## src/core/sof_defines.vh

```
// Constants for the serial output formatter: rule summary, register map, fields, timing
// Function
// - Eight channels each own a four-bit gain
// - Gain codes 0..12 dB, 13..15 reserved
// - Double-rate bit clock is the default
// - Two-bit bit clock phase, reset 10
// - Single-rate bit clock runs twice as fast
// - Edge select centres rise or fall
// - Offset binary default, MSB invert for two's
// - LSB first by default, reversible
// - Width select: 0 gives 12, 1 gives 14
// - Drop LSB or append zero to 13 bits
// - Advance or delay lanes and frame one cycle
// - Bit clock unaffected by advance or delay
// - Six-bit full-scale trim, reset no change
`ifndef SOF_DEFINES_VH
`define SOF_DEFINES_VH
// ==================================================================
// Register addresses
`define SOF_ADDR_GAIN_LO   8'h2a
`define SOF_ADDR_GAIN_HI   8'h2b
`define SOF_ADDR_PHASE     8'h42
`define SOF_ADDR_FORMAT    8'h46
`define SOF_ADDR_WIDTH     8'h53
`define SOF_ADDR_TRIM      8'h55
// ==================================================================
// Field positions
`define SOF_PHASE_LSB      5
`define SOF_BTC_BIT        2
`define SOF_MSB_BIT        3
`define SOF_SDR_BIT        13
`define SOF_FALL_BIT       0
`define SOF_NUM_BIT        1
`define SOF_ADV_BIT        4
`define SOF_DLY_BIT        5
// ==================================================================
// Reset values
`define SOF_PHASE_RST      2'h2
`define SOF_TRIM_RST       6'h20
// ==================================================================
// Serial control frame and data path
`define SOF_SPI_BITS       5'h18
`define SOF_GAIN_MAX       4'hc
`define SOF_MID_CODE       14'sh1000
`define SOF_POS_MAX        13'sh0fff
`define SOF_NEG_MIN        13'sh1000
`define SOF_WORD_SHORT     4'hc
`define SOF_WORD_LONG      4'he
`define SOF_SDR_RISE       2'h2
`define SOF_HIST           5
`endif

```

## src/core/sof_formatter.v

```verilog
// Gain, format and serialise eight converter channels onto LVDS-style lanes
`timescale 1ns/1ps
`include "sof_defines.vh"

// ==================================================================
// Sample FIFO
module sof_fifo #(
  parameter W = 104,
  parameter D = 4,
  parameter AW = 2
) (
  input  wire         clk,        // Clock
  input  wire         rst_n,      // Async reset
  input  wire [W-1:0] in_data,    // Write word
  input  wire         in_valid,   // Write request
  output wire         in_ready,   // Room available
  output wire [W-1:0] out_data,   // Head word
  output wire         out_valid,  // Not empty
  input  wire         out_ready   // Pop request
);
  reg [W-1:0] mem [0:D-1];
  reg [AW-1:0] wp_q;
  reg [AW-1:0] rp_q;
  reg [AW:0]   cnt_q;
  wire push = in_valid && in_ready;
  wire pop  = out_valid && out_ready;
  assign in_ready  = (cnt_q != D[AW:0]);
  assign out_valid = (cnt_q != {(AW+1){1'b0}});
  assign out_data  = mem[rp_q];
  // Pointers and fill count
  always @(posedge clk or negedge rst_n)
  begin
    if (!rst_n)
    begin
      wp_q  <= {AW{1'b0}};
      rp_q  <= {AW{1'b0}};
      cnt_q <= {(AW+1){1'b0}};
    end
    else
    begin
      if (push)
        wp_q <= (wp_q == D[AW-1:0] - 1'b1) ? {AW{1'b0}} : wp_q + 1'b1;
      if (pop)
        rp_q <= (rp_q == D[AW-1:0] - 1'b1) ? {AW{1'b0}} : rp_q + 1'b1;
      if (push && !pop)
        cnt_q <= cnt_q + 1'b1;
      else if (pop && !push)
        cnt_q <= cnt_q - 1'b1;
    end
  end
  // Storage
  always @(posedge clk)
  begin
    if (push)
      mem[wp_q] <= in_data;
  end
endmodule // sof_fifo

// ==================================================================
// Formatter top
module sof_formatter #(
  parameter CH = 8,
  parameter SW = 13,
  parameter BIT_DIV = 4,
  parameter FIFO_D = 4
) (
  input  wire           ref_clk,          // 125 MHz clock
  input  wire           reset_n,          // Async reset, active low
  input  wire           spi_sclk,         // Serial control clock
  input  wire           spi_cs_n,         // Serial control select, active low
  input  wire           spi_sdata,        // Serial control data
  input  wire [CH*SW-1:0] sample_data,    // Channel 0 in low bits
  input  wire           sample_valid,     // Sample set present
  output reg            sample_ready,     // FIFO has room
  output reg  [CH-1:0]  lane_data,        // Serial data lanes
  output reg            frame_clock_pos,  // Frame clock
  output reg            bit_clock,        // Forwarded bit clock
  output reg  [5:0]     fullscale_trim    // Analog range trim
);
  // ================================================================
  // Functions
  function [16:0] gain_coef;
    input [3:0] g;
    begin
      case (g)
        4'h1: gain_coef = 17'h011f4;
        4'h2: gain_coef = 17'h01425;
        4'h3: gain_coef = 17'h0169a;
        4'h4: gain_coef = 17'h0195c;
        4'h5: gain_coef = 17'h01c74;
        4'h6: gain_coef = 17'h01fed;
        4'h7: gain_coef = 17'h023d2;
        4'h8: gain_coef = 17'h02831;
        4'h9: gain_coef = 17'h02d19;
        4'ha: gain_coef = 17'h03299;
        4'hb: gain_coef = 17'h038c5;
        4'hc: gain_coef = 17'h03fb2;
        default: gain_coef = 17'h01000; // 0 dB, reserved codes too
      endcase
    end
  endfunction

  function [SW-1:0] gain_apply;
    input [SW-1:0] x;
    input [3:0]    g;
    reg signed [13:0] c;
    reg signed [31:0] p;
    begin
      c = $signed({1'b0, x}) - `SOF_MID_CODE;
      p = c * $signed({1'b0, gain_coef(g)});
      p = p >>> 12;
      if (p > $signed({{19{1'b0}}, `SOF_POS_MAX}))
        gain_apply = {1'b1, {(SW-1){1'b1}}};
      else if (p < $signed({{19{1'b1}}, `SOF_NEG_MIN}))
        gain_apply = {SW{1'b0}};
      else
        gain_apply = p[SW-1:0] ^ {1'b1, {(SW-1){1'b0}}};
    end
  endfunction

  // ================================================================
  // Serial control port
  reg [2:0]  sclk_q;
  reg [1:0]  cs_q;
  reg [1:0]  sd_q;
  reg [23:0] sh_q;
  reg [4:0]  cnt_q;
  reg [15:0] gain_lo_q;
  reg [15:0] gain_hi_q;
  reg [1:0]  phase_q;
  reg        btc_q;
  reg        msb_q;
  reg        sdr_q;
  reg        fall_q;
  reg        wide_q;
  reg        adv_q;
  reg        dly_q;
  wire [7:0]  wr_addr = sh_q[23:16];
  wire [15:0] wr_data = sh_q[15:0];
  wire        commit  = cs_q[1] && (cnt_q == `SOF_SPI_BITS);  // Write once select rises

  // Synchronise pins, shift on sampled rising clock edge
  always @(posedge ref_clk or negedge reset_n)
  begin
    if (!reset_n)
    begin
      sclk_q <= 3'h0;
      cs_q   <= 2'h3;
      sd_q   <= 2'h0;
      sh_q   <= 24'h0;
      cnt_q  <= 5'h0;
    end
    else
    begin
      sclk_q <= {sclk_q[1:0], spi_sclk};
      cs_q   <= {cs_q[0], spi_cs_n};
      sd_q   <= {sd_q[0], spi_sdata};
      if (cs_q[1] || commit)
        cnt_q <= 5'h0;
      else if (sclk_q[1] && !sclk_q[2] && cnt_q != `SOF_SPI_BITS)
      begin
        sh_q  <= {sh_q[22:0], sd_q[1]};
        cnt_q <= cnt_q + 5'h1;
      end
    end
  end

  // Register writes after a full 24-bit frame
  always @(posedge ref_clk or negedge reset_n)
  begin
    if (!reset_n)
    begin
      gain_lo_q      <= 16'h0;
      gain_hi_q      <= 16'h0;
      phase_q        <= `SOF_PHASE_RST;
      btc_q          <= 1'b0;
      msb_q          <= 1'b0;
      sdr_q          <= 1'b0;
      fall_q         <= 1'b0;
      wide_q         <= 1'b0;
      adv_q          <= 1'b0;
      dly_q          <= 1'b0;
      fullscale_trim <= `SOF_TRIM_RST;
    end
    else if (commit)
    begin
      if (wr_addr == `SOF_ADDR_GAIN_LO)
        gain_lo_q <= wr_data;
      else if (wr_addr == `SOF_ADDR_GAIN_HI)
        gain_hi_q <= wr_data;
      else if (wr_addr == `SOF_ADDR_PHASE)
        phase_q <= wr_data[`SOF_PHASE_LSB+1:`SOF_PHASE_LSB];
      else if (wr_addr == `SOF_ADDR_FORMAT)
      begin
        btc_q  <= wr_data[`SOF_BTC_BIT];
        msb_q  <= wr_data[`SOF_MSB_BIT];
        sdr_q  <= wr_data[`SOF_SDR_BIT];
        fall_q <= wr_data[`SOF_FALL_BIT];
      end
      else if (wr_addr == `SOF_ADDR_WIDTH)
      begin
        wide_q <= wr_data[`SOF_NUM_BIT];
        adv_q  <= wr_data[`SOF_ADV_BIT];
        dly_q  <= wr_data[`SOF_DLY_BIT];
      end
      else if (wr_addr == `SOF_ADDR_TRIM)
        fullscale_trim <= wr_data[5:0];
    end
  end

  // ================================================================
  // Per-channel gain codes, channels 5..8 packed high to low
  wire [4*CH-1:0] gains = {gain_hi_q[3:0], gain_hi_q[7:4], gain_hi_q[11:8],
                           gain_hi_q[15:12], gain_lo_q};

  // ================================================================
  // Sample FIFO
  wire [CH*SW-1:0] head;
  wire             head_valid;
  wire             fifo_room;
  wire             load;
  sof_fifo #(.W(CH*SW), .D(FIFO_D), .AW(2)) u_fifo (
    .clk       (ref_clk),
    .rst_n     (reset_n),
    .in_data   (sample_data),
    .in_valid  (sample_valid),
    .in_ready  (fifo_room),
    .out_data  (head),
    .out_valid (head_valid),
    .out_ready (load)
  );

  // ================================================================
  // Word build: gain, code format, width
  reg  [13:0] word_q [0:CH-1];
  wire [13:0] word_d [0:CH-1];
  genvar gi;
  generate
    for (gi = 0; gi < CH; gi = gi + 1)
    begin : g_word
      wire [SW-1:0] raw = head_valid ? head[gi*SW +: SW] : {1'b1, {(SW-1){1'b0}}};
      wire [SW-1:0] gv  = gain_apply(raw, gains[gi*4 +: 4]);
      wire [SW-1:0] fv  = gv ^ {btc_q, {(SW-1){1'b0}}};
      assign word_d[gi] = wide_q ? {fv, 1'b0} : {2'b00, fv[SW-1:1]};
    end
  endgenerate

  // ================================================================
  // Bit timing
  reg  [1:0] sub_q;
  reg  [3:0] idx_q;
  reg        wide_f_q;
  reg        msb_f_q;
  wire [3:0] nbits    = wide_f_q ? `SOF_WORD_LONG : `SOF_WORD_SHORT;
  wire       slot_end = (sub_q == BIT_DIV[1:0] - 2'h1);
  assign load = slot_end && (idx_q == nbits - 4'h1);
  wire [3:0] sel      = msb_f_q ? nbits - 4'h1 - idx_q : idx_q;
  reg  [CH-1:0] cur_bits;
  integer li;
  // Current bit on each lane
  always @*
  begin
    cur_bits = {CH{1'b0}};
    for (li = 0; li < CH; li = li + 1)
      cur_bits[li] = word_q[li][sel];
  end
  wire cur_frame = (idx_q < {1'b0, nbits[3:1]});

  // Counters and word registers
  always @(posedge ref_clk or negedge reset_n)
  begin
    if (!reset_n)
    begin
      sub_q    <= 2'h0;
      idx_q    <= 4'h0;
      wide_f_q <= 1'b0;
      msb_f_q  <= 1'b0;
      for (li = 0; li < CH; li = li + 1)
        word_q[li] <= 14'h0;
    end
    else
    begin
      sub_q <= slot_end ? 2'h0 : sub_q + 2'h1;
      if (load)
      begin
        idx_q    <= 4'h0;
        wide_f_q <= wide_q;
        msb_f_q  <= msb_q;
        for (li = 0; li < CH; li = li + 1)
          word_q[li] <= word_d[li];
      end
      else if (slot_end)
        idx_q <= idx_q + 4'h1;
    end
  end

  // ================================================================
  // Shift history for advance and delay
  reg  [CH:0] hist_q [0:`SOF_HIST-1];
  wire [2:0]  lc_bits = sdr_q ? 3'h1 : 3'h2;
  wire [2:0]  tap     = adv_q ? 3'h0 :
                        dly_q ? {lc_bits[1:0], 1'b0} : lc_bits;
  integer hi;
  // History push once per bit slot
  always @(posedge ref_clk or negedge reset_n)
  begin
    if (!reset_n)
      for (hi = 0; hi < `SOF_HIST; hi = hi + 1)
        hist_q[hi] <= {(CH+1){1'b0}};
    else if (slot_end)
    begin
      hist_q[0] <= {cur_frame, cur_bits};
      for (hi = 1; hi < `SOF_HIST; hi = hi + 1)
        hist_q[hi] <= hist_q[hi-1];
    end
  end

  // ================================================================
  // Output registers
  always @(posedge ref_clk or negedge reset_n)
  begin
    if (!reset_n)
    begin
      lane_data       <= {CH{1'b0}};
      frame_clock_pos <= 1'b0;
      bit_clock       <= 1'b0;
      sample_ready    <= 1'b0;
    end
    else
    begin
      sample_ready <= fifo_room;
      if (sub_q == 2'h0)
      begin
        lane_data       <= hist_q[tap][CH-1:0];
        frame_clock_pos <= hist_q[tap][CH];
      end
      // Bit clock from slot phase only, never from the tap
      if (sdr_q)
        bit_clock <= (sub_q >= `SOF_SDR_RISE) ^ fall_q;
      else if (sub_q == phase_q)
        bit_clock <= ~bit_clock;
    end
  end
endmodule // sof_formatter

```

## config.mk

```make
export PLATFORM = sky130hd
export DESIGN_NAME = sof_formatter
export DESIGN_NICKNAME = d
export VERILOG_FILES = /design/src/core/sof_formatter.v
export VERILOG_INCLUDE_DIRS = /design/src /design/src/core
export SDC_FILE = /design/constraint.sdc
export NUM_CORES = 2
export LEC_CHECK = 0
export ABC_CLOCK_PERIOD_IN_PS = 12400
export BUFFER_PORTS_ARGS = -buffer_cell sky130_fd_sc_hd__buf_2
export CORE_MARGIN = 2
export CORE_UTILIZATION = 37
export CTS_CLUSTER_SIZE = 14
export DETAILED_ROUTE_END_ITERATION = 6
export GPL_TIMING_DRIVEN = 1
export HOLD_SLACK_MARGIN = 0.12
export PLACE_DENSITY = 0.48
export SYNTH_ARGS = -nofsm -noshare
export SYNTH_HDL_FRONTEND = slang
export SYNTH_SLANG_ARGS = --single-unit
```

## constraint.sdc

```tcl
create_clock -name ref_clk -period 12.4 [get_ports ref_clk]
set_input_delay 1.86 -clock ref_clk [delete_from_list [all_inputs] [get_ports ref_clk]]
set_output_delay 1.86 -clock ref_clk [all_outputs]
set_load 0.1 [all_outputs]
```

## Yosys cells after proc, flatten, opt, wreduce, memory -nomap -nowiden

Memory sizes are Yosys's and may differ from the RTL's.
Index checks and enable logic that the tools add are counted.
Widths: inputs -> output; s select.

- $add $sub $neg: 17
- $mul: 8
- Div/mod/pow operators: 0
- Magnitude comparators: 20
- Equal/unequal tests: 14
- Shift operators: 0
- Multiplexer cells: 69
- Bitwise gates (word level): 25
- Reduce and logical (&&, ||, !) cells: 25

Operators with widths:

| cell | number |
|---|---|
| $mux 13 | 24 |
| $mul 14x18->32 | 8 |
| $gt 20x13->1 const B | 8 |
| $lt 20x13->1 const B | 8 |
| $mux 14 | 8 |
| $sub 13x13->14 const B | 8 |
| $xor 13x13->13 | 8 |
| $bmux 1 s4 | 8 |
| $eq 8x7->1 const B | 4 |
| $bmux 9 s3 | 1 |
| $mux 9 | 2 |
| $eq 8x6->1 const B | 2 |
| $not 1->1 | 15 |
| $mux 1 | 12 |
| $mux 3 | 4 |
| $mux 4 | 3 |
| $mux 2 | 5 |
| $mux 5 | 2 |
| $logic_and 1x1->1 | 8 |
| $reduce_bool 2->1 | 4 |
| $reduce_and 7->1 | 1 |
| $add 2x1->2 const B | 3 |
| $eq 2x2->1 const B | 3 |
| $reduce_and 6->1 | 1 |
| 25 further kinds | 28 |

- Bits in registers: 266
- Bits in latches: 0
- Memory bits (writable): 416
- Bits in read-only memories: 1792
- Input bits: 110
- Output and inout bits: 17
- Logic and storage cells: 227
- Memories kept: 9

Memory list:

| memory | words | width | rd ports | clocked after Yosys merged registers in | write ports | line | text |
|---|---|---|---|---|---|---|---|
| u_fifo.mem | 4 | 104 | 1 | 0 | 1 | sof_formatter.v:21 | `reg [W-1:0] mem [0:D-1];` |
| (no name shown) | 16 | 14 | 1 | 0 | 0 | sof_formatter.v:85 | `case (g)` |
| (no name shown) | 16 | 14 | 1 | 0 | 0 | sof_formatter.v:85 |  |
| (no name shown) | 16 | 14 | 1 | 0 | 0 | sof_formatter.v:85 |  |
| (no name shown) | 16 | 14 | 1 | 0 | 0 | sof_formatter.v:85 |  |
| (no name shown) | 16 | 14 | 1 | 0 | 0 | sof_formatter.v:85 |  |
| 3 more memories | n/a | n/a | n/a | n/a | n/a | n/a |  |

## Longest topological paths before layout

- Depth in word-level cells: 9
- Depth in mapped cells: 36
- Gate-level depth less buffers: 31

## Modules after synthesis

Synthesis repeated with hierarchy kept, for this count alone.

- Cells, all modules: 8847
- Area total of the unflattened synthesis: 85782.3 sq um

Modules (own cells, without submodules):

| module | instances | cells an instance | area an instance (sq um) | sequential area each (sq um) |
|---|---|---|---|---|
| sof_formatter | 1 | 8266 | 70352.5 | 6486.2 |
| sof_fifo | 1 | 581 | 15429.8 | 12667.1 |

## Worst setup path before layout

Ideal clock, no wire load.

- Kind: flip-flop to flip-flop
- From: register u_fifo.rp_q[0]
- To: register word_q[20] in the netlist's numbering
- Setup time: 0.091 ns
- Arrival: 9.567 ns
- Data required time: 12.309 ns
- Setup slack: 2.742 ns
- Stages on the path, launching flop included: 35
- Buffers on the path: 7
- Clock period less this slack: 9.658 ns
- Path through: dfrtp_1 > buf_6 > buf_6 > buf_1 > buf_1 > buf_1 > mux4_2 > nand2_1 > clkbuf_1 > nor2_1 > fa_1 > inv_1 > fa_1 > inv_1 > fa_1 > inv_1 > fa_1 > inv_1 > fa_1 > inv_1 > fa_1 > inv_1 > ha_1 > nand2_1 > o21ai_0 > a211o_1 > a221o_2 > a211oi_4 > o31ai_2 > xnor2_1 > or4_1 > o41ai_2 > buf_6 > or3b_1 > o221ai_1

- Word-level cells in the longest chain between the ends: 9
- Elaborated cells between the ends (all ways): 10
- Classes of those cells: 1 x add/sub; 1 x mul; 2 x order compare; 4 x mux; 1 x bitwise; 1 x memory

Ends and longest elaborated chain:

| element | line | text |
|---|---|---|
| start: declaration | sof_formatter.v:23 | `reg [AW-1:0] rp_q;` |
| start signal: assignment | sof_formatter.v:36 | `rp_q <= {AW{1'b0}};` |
| start signal: assignment | sof_formatter.v:44 | `rp_q <= (rp_q == D[AW-1:0] - 1'b1) ? {AW{1'b0}} : rp_q + 1'b1;` |
| $mem_v2 4x104 (*) | n/a |  |
| $mux 13 (*) | sof_formatter.v:241 | `wire [SW-1:0] raw = head_valid ? head[gi*SW +: SW] : {1'b1, {(SW-1){1'b0}}};` |
| $sub 13x13->14 (no line) (*) | n/a |  |
| $mul 14x18->32 (*) | sof_formatter.v:110 | `p = c * $signed({1'b0, gain_coef(g)});` |
| $lt 20x13->1 | sof_formatter.v:114 | `` else if (p < $signed({{19{1'b1}}, `SOF_NEG_MIN})) `` |
| $mux 13 | sof_formatter.v:114 |  |
| $mux 13 (*) | sof_formatter.v:112 | `` if (p > $signed({{19{1'b0}}, `SOF_POS_MAX})) `` |
| $xor 13x13->13 (*) | sof_formatter.v:243 | `wire [SW-1:0] fv = gv ^ {btc_q, {(SW-1){1'b0}}};` |
| $mux 14 (*) | sof_formatter.v:244 | `assign word_d[gi] = wide_q ? {fv, 1'b0} : {2'b00, fv[SW-1:1]};` |
| end signal: indexed assignment | sof_formatter.v:290 | `word_q[li] <= word_d[li];` |
| end: declaration | sof_formatter.v:235 | `reg [13:0] word_q [0:CH-1];` |

Every way passes the cells marked *; elsewhere a longest branch is shown, timed or not.
A chain may end at the register's enable or synchronous reset.

## Worst setup path after layout

- From: register u_fifo.rp_q[1]
- To: register word_q[19] in the netlist's numbering

Same word-level chain as after synthesis.

==> results.yml <==
power:
  powerDensity_nw_per_um2: 184
  p_leak_nw: 44.8
  pwr-share-comb: 0.682
  p_switching_mw: 8.78
  seqPwrFrac: 0.178
  pwr-share-clk: 0.140
  p_int_mw: 8.48
  ir_drop_v: 0.000141
  total_power_mw: 17.3
  switching_share: 0.509
critical_path:
  crit_type: "reg -> reg"
  cp_slowest_cell: "dfrtp_4"
  r2r-start: "u_fifo.rp_q[1]"
  critPathMaxFanout: 37
  critPathLaunchType: "register"
  r2r_slack_ns: 2.59
  worst_r2r_path_depth: 25
  crit_path_end_kind: "register"
  arrival_ns: 10.45
  slowest_delay_ns: 0.94
  crit_required_ns: 13.04
  r2r_end: "word_q[19]"
  path_common_cell: "fa_1"
outcome:
  status: "completed"
timing:
  rsz0062_at_grt: "false"
  setup_violations: 0
  skew_ns: 0.0420
  setup_ws_ns: 2.59
  period_needed_ns: 9.81
  fmax_mhz: 102
  slew-limit-headroom: 0.118
  worst_pin_slew_ns: 1.31
  final_hold_viol_count: 0
  setup_tns_ns: 0
  fin_crit_sh: 0.791
  finalMaxSlewViolations: 0
die:
  fp-row-count: 178
  initial_core_util: 0.371
  die_h_um: 489
  die_w_um: 489
  dieArea_um2: 240000
  coreArea_um2: 235000
  ios: 127
yosys:
  async_reset_ff_frac: 0.390
  synth_seq_cells: 682
  synth_top_flop_cell: "edfxtp_1"
  synth.distinct_cells: 90
  syn_nets: 11327
  netlist_instances: 9127
  yosysSeqAreaShare: 0.220
  yosys_warnings: 0
  netlist_area_um2: 87200
  syn-mean-instance-area_um2: 9.55
  synth_edf_count: 416
cts:
  cts_num_sinks: 682
  cts.repair.resized: 0
  postCtsHoldBufs: 0
  clk_path_buf_depth: 3
  cts_made_buffers: 83
  cts_tree: "yes"
  cts_max_level: 3
  worstSkewPairLatency_ns: 0.74
  cts_post_setup_buffers_inserted: 0
  clockRootBuffer: "clkbuf_16"
  cts.clk_slew.worst_paths_ns: 0.06
drt:
  drt-total-wl_mm: 249
  first_iter_violations: 4269
  post_drt_wl_per_cell_um: 20.3
  dr.pass1.iters: 6
  antenna_left: 0
  m1WireLength_mm: 117
  drc: 0
  top_layer_used: "met5"
  viasPerCell: 5.20
  num_vias: 63758
  wl_met3_mm: 12.0
  wl_met2_mm: 116
layout:
  layout.nets: 11239
  layout-drive-gt1-share: 0.0759
  syn_to_final_growth_pct: 7.60
placed_design:
  hpwl_mm: 200
  preCtsSetupSlack_ns: 2.58
  globalplace.congestion: 0.888
  port_buffers: 126
global_route:
  grt_usage: 0.212
  grt_pass1_wl_mm: 394
  antenna_found_initial: 23
  first_global_vias: 66782
  grt_max_degree: 75
  grt.overflow.total: 0
worst_hold_path:
  min_from: "cs_q[0]"
  hold_depth: 0
  min_path_type: "reg -> reg"
  hold-path-endpoint: "cs_q[1]"
job:
  maxCapViolCount: 0
## through the flow
stage	std cells	utilization	hold slack, ns	cell area [um2]
2_1_floorplan	9127	-	0.331	87200
3_3_place_gp	12104	0.388	0.341	91100
5_1_grt	12259	0.400	0.374	93800
3_5_place_dp	12104	0.388	0.353	91100
4_1_cts	12255	0.400	0.366	93800
6_report	12261	0.400	0.362	93800
## placed cells by master, fill, tap and decap left out, drive strengths merged, types with 131 or more instances in the layout
| master | instances |
|---|---|
| a21o | 149 |
| ha | 961 |
| fa | 1129 |
| dfrtp | 262 |
| o21ai | 274 |
| nand2 | 960 |
| inv | 1528 |
| a21oi | 296 |
| edfxtp | 416 |
| mux2 | 150 |
| buf | 206 |
| nand3 | 131 |
| nor2 | 1081 |
## worst max-delay path: cells and delay by family, from the launching register on
family	cells	cell delay, ns
adders and majority gates	7	3.39
AOI/OAI and AO/OA	7	2.93
DFF	1	0.94
xor gates and xnor gates	1	0.19
muxes	1	0.43
buffers and inverters	5	0.74
and+or+nand+nor	4	1.10
## area by class of cell
type                       instances  area [um2]
inverter                        1521        5710
clock inverter                    42         428
multi-input combinational       6545       61000
sequential                       682       19200
antenna                            6        15.0
fill                           23660      141000
timing repair buffer             206        1290
clock buffer                     109        2290
tap                             3150        3940
## how the worst max path moves through the flow
stage / from / end / slack (ns) / depth (start not counted)
after detailed placement: u_fifo.rp_q[1] / word_q[19] / 2.58 / 25
after global routing: u_fifo.rp_q[0] / word_q[31] / 1.94 / 26
final: u_fifo.rp_q[1] / word_q[19] / 2.59 / 25
after CTS: u_fifo.rp_q[1] / word_q[19] / 2.56 / 25
after floorplan: u_fifo.rp_q[0] / word_q[20] / 2.74 / 34
after global placement: u_fifo.rp_q[0] / word_q[31] / 2.70 / 26
## cell usage after synthesis, types with 28 or more instances
master / instances / area, um2
nand4_1: 60 / 375
nor2_1: 1081 / 4060
buf_1: 58 / 218
mux2_2: 150 / 1690
dfrtp_1: 262 / 6560
nand2b_1: 60 / 375
edfxtp_1: 416 / 12500
and3_1: 41 / 257
o22ai_1: 30 / 188
xor2_1: 65 / 569
o21ai_1: 31 / 155
o21bai_1: 34 / 255
o21a_1: 68 / 510
nor2b_1: 50 / 313
xnor2_1: 117 / 1020
a211oi_1: 51 / 383
a31oi_1: 51 / 319
fa_1: 1129 / 22600
o21ai_0: 243 / 1220
clkbuf_1: 313 / 1170
o211ai_1: 40 / 300
or2_2: 57 / 357
o22a_1: 28 / 245
nor3_1: 49 / 245
ha_1: 961 / 12000
nand3_1: 131 / 656
a21oi_1: 296 / 1480
mux2i_1: 109 / 1090
nand2_1: 960 / 3600
a21o_1: 149 / 1120
inv_1: 1518 / 5700
mux4_2: 97 / 2180
and2_1: 99 / 619
## logic make-up (layout without fill, tap and decap cells)
group,Yosys count,count (layout),share of synthesized area
buffers and inverters,1900,1878,0.0821
AO/OA/AOI/OAI,1238,1238,0.0931
flip-flops,682,682,0.220
other,0,6,0
XOR/XNOR,182,182,0.0183
adder cells (fa/ha/maj),2090,2090,0.397
AND/OR/NAND/NOR,2679,2679,0.133
multiplexers,356,356,0.0569
## power groups by stage
stage          clock, mW  sequential (mW)  combinational, mW
6_report            2.41             3.08               11.8
5_1_grt             2.58             3.13               13.2
4_1_cts             2.49             3.09               11.8
3_5_place_dp           0             3.13               11.7
3_3_place_gp           0             3.12               11.7
2_1_floorplan          0             3.06               8.37
## registers in the layout, summed over array words and instances, names as in the netlist, 3 cells and up
signal	cells
u_fifo.mem	416
word_q	112
hist_q	45
sh_q	24
gain_hi_q	16
gain_lo_q	16
lane_data	8
fullscale_trim	6
cnt_q	5
idx_q	4
sclk_q	3
u_fifo.cnt_q	3
## metal layers
metal,vias to the layer above,global-route usage
li1,29631,-
met1,32354,0.305
met2,1517,0.343
met3,252,0.0254
met4,4,0.0398
met5,-,0
No activity file was read; power rests on OpenSTA's default activity.
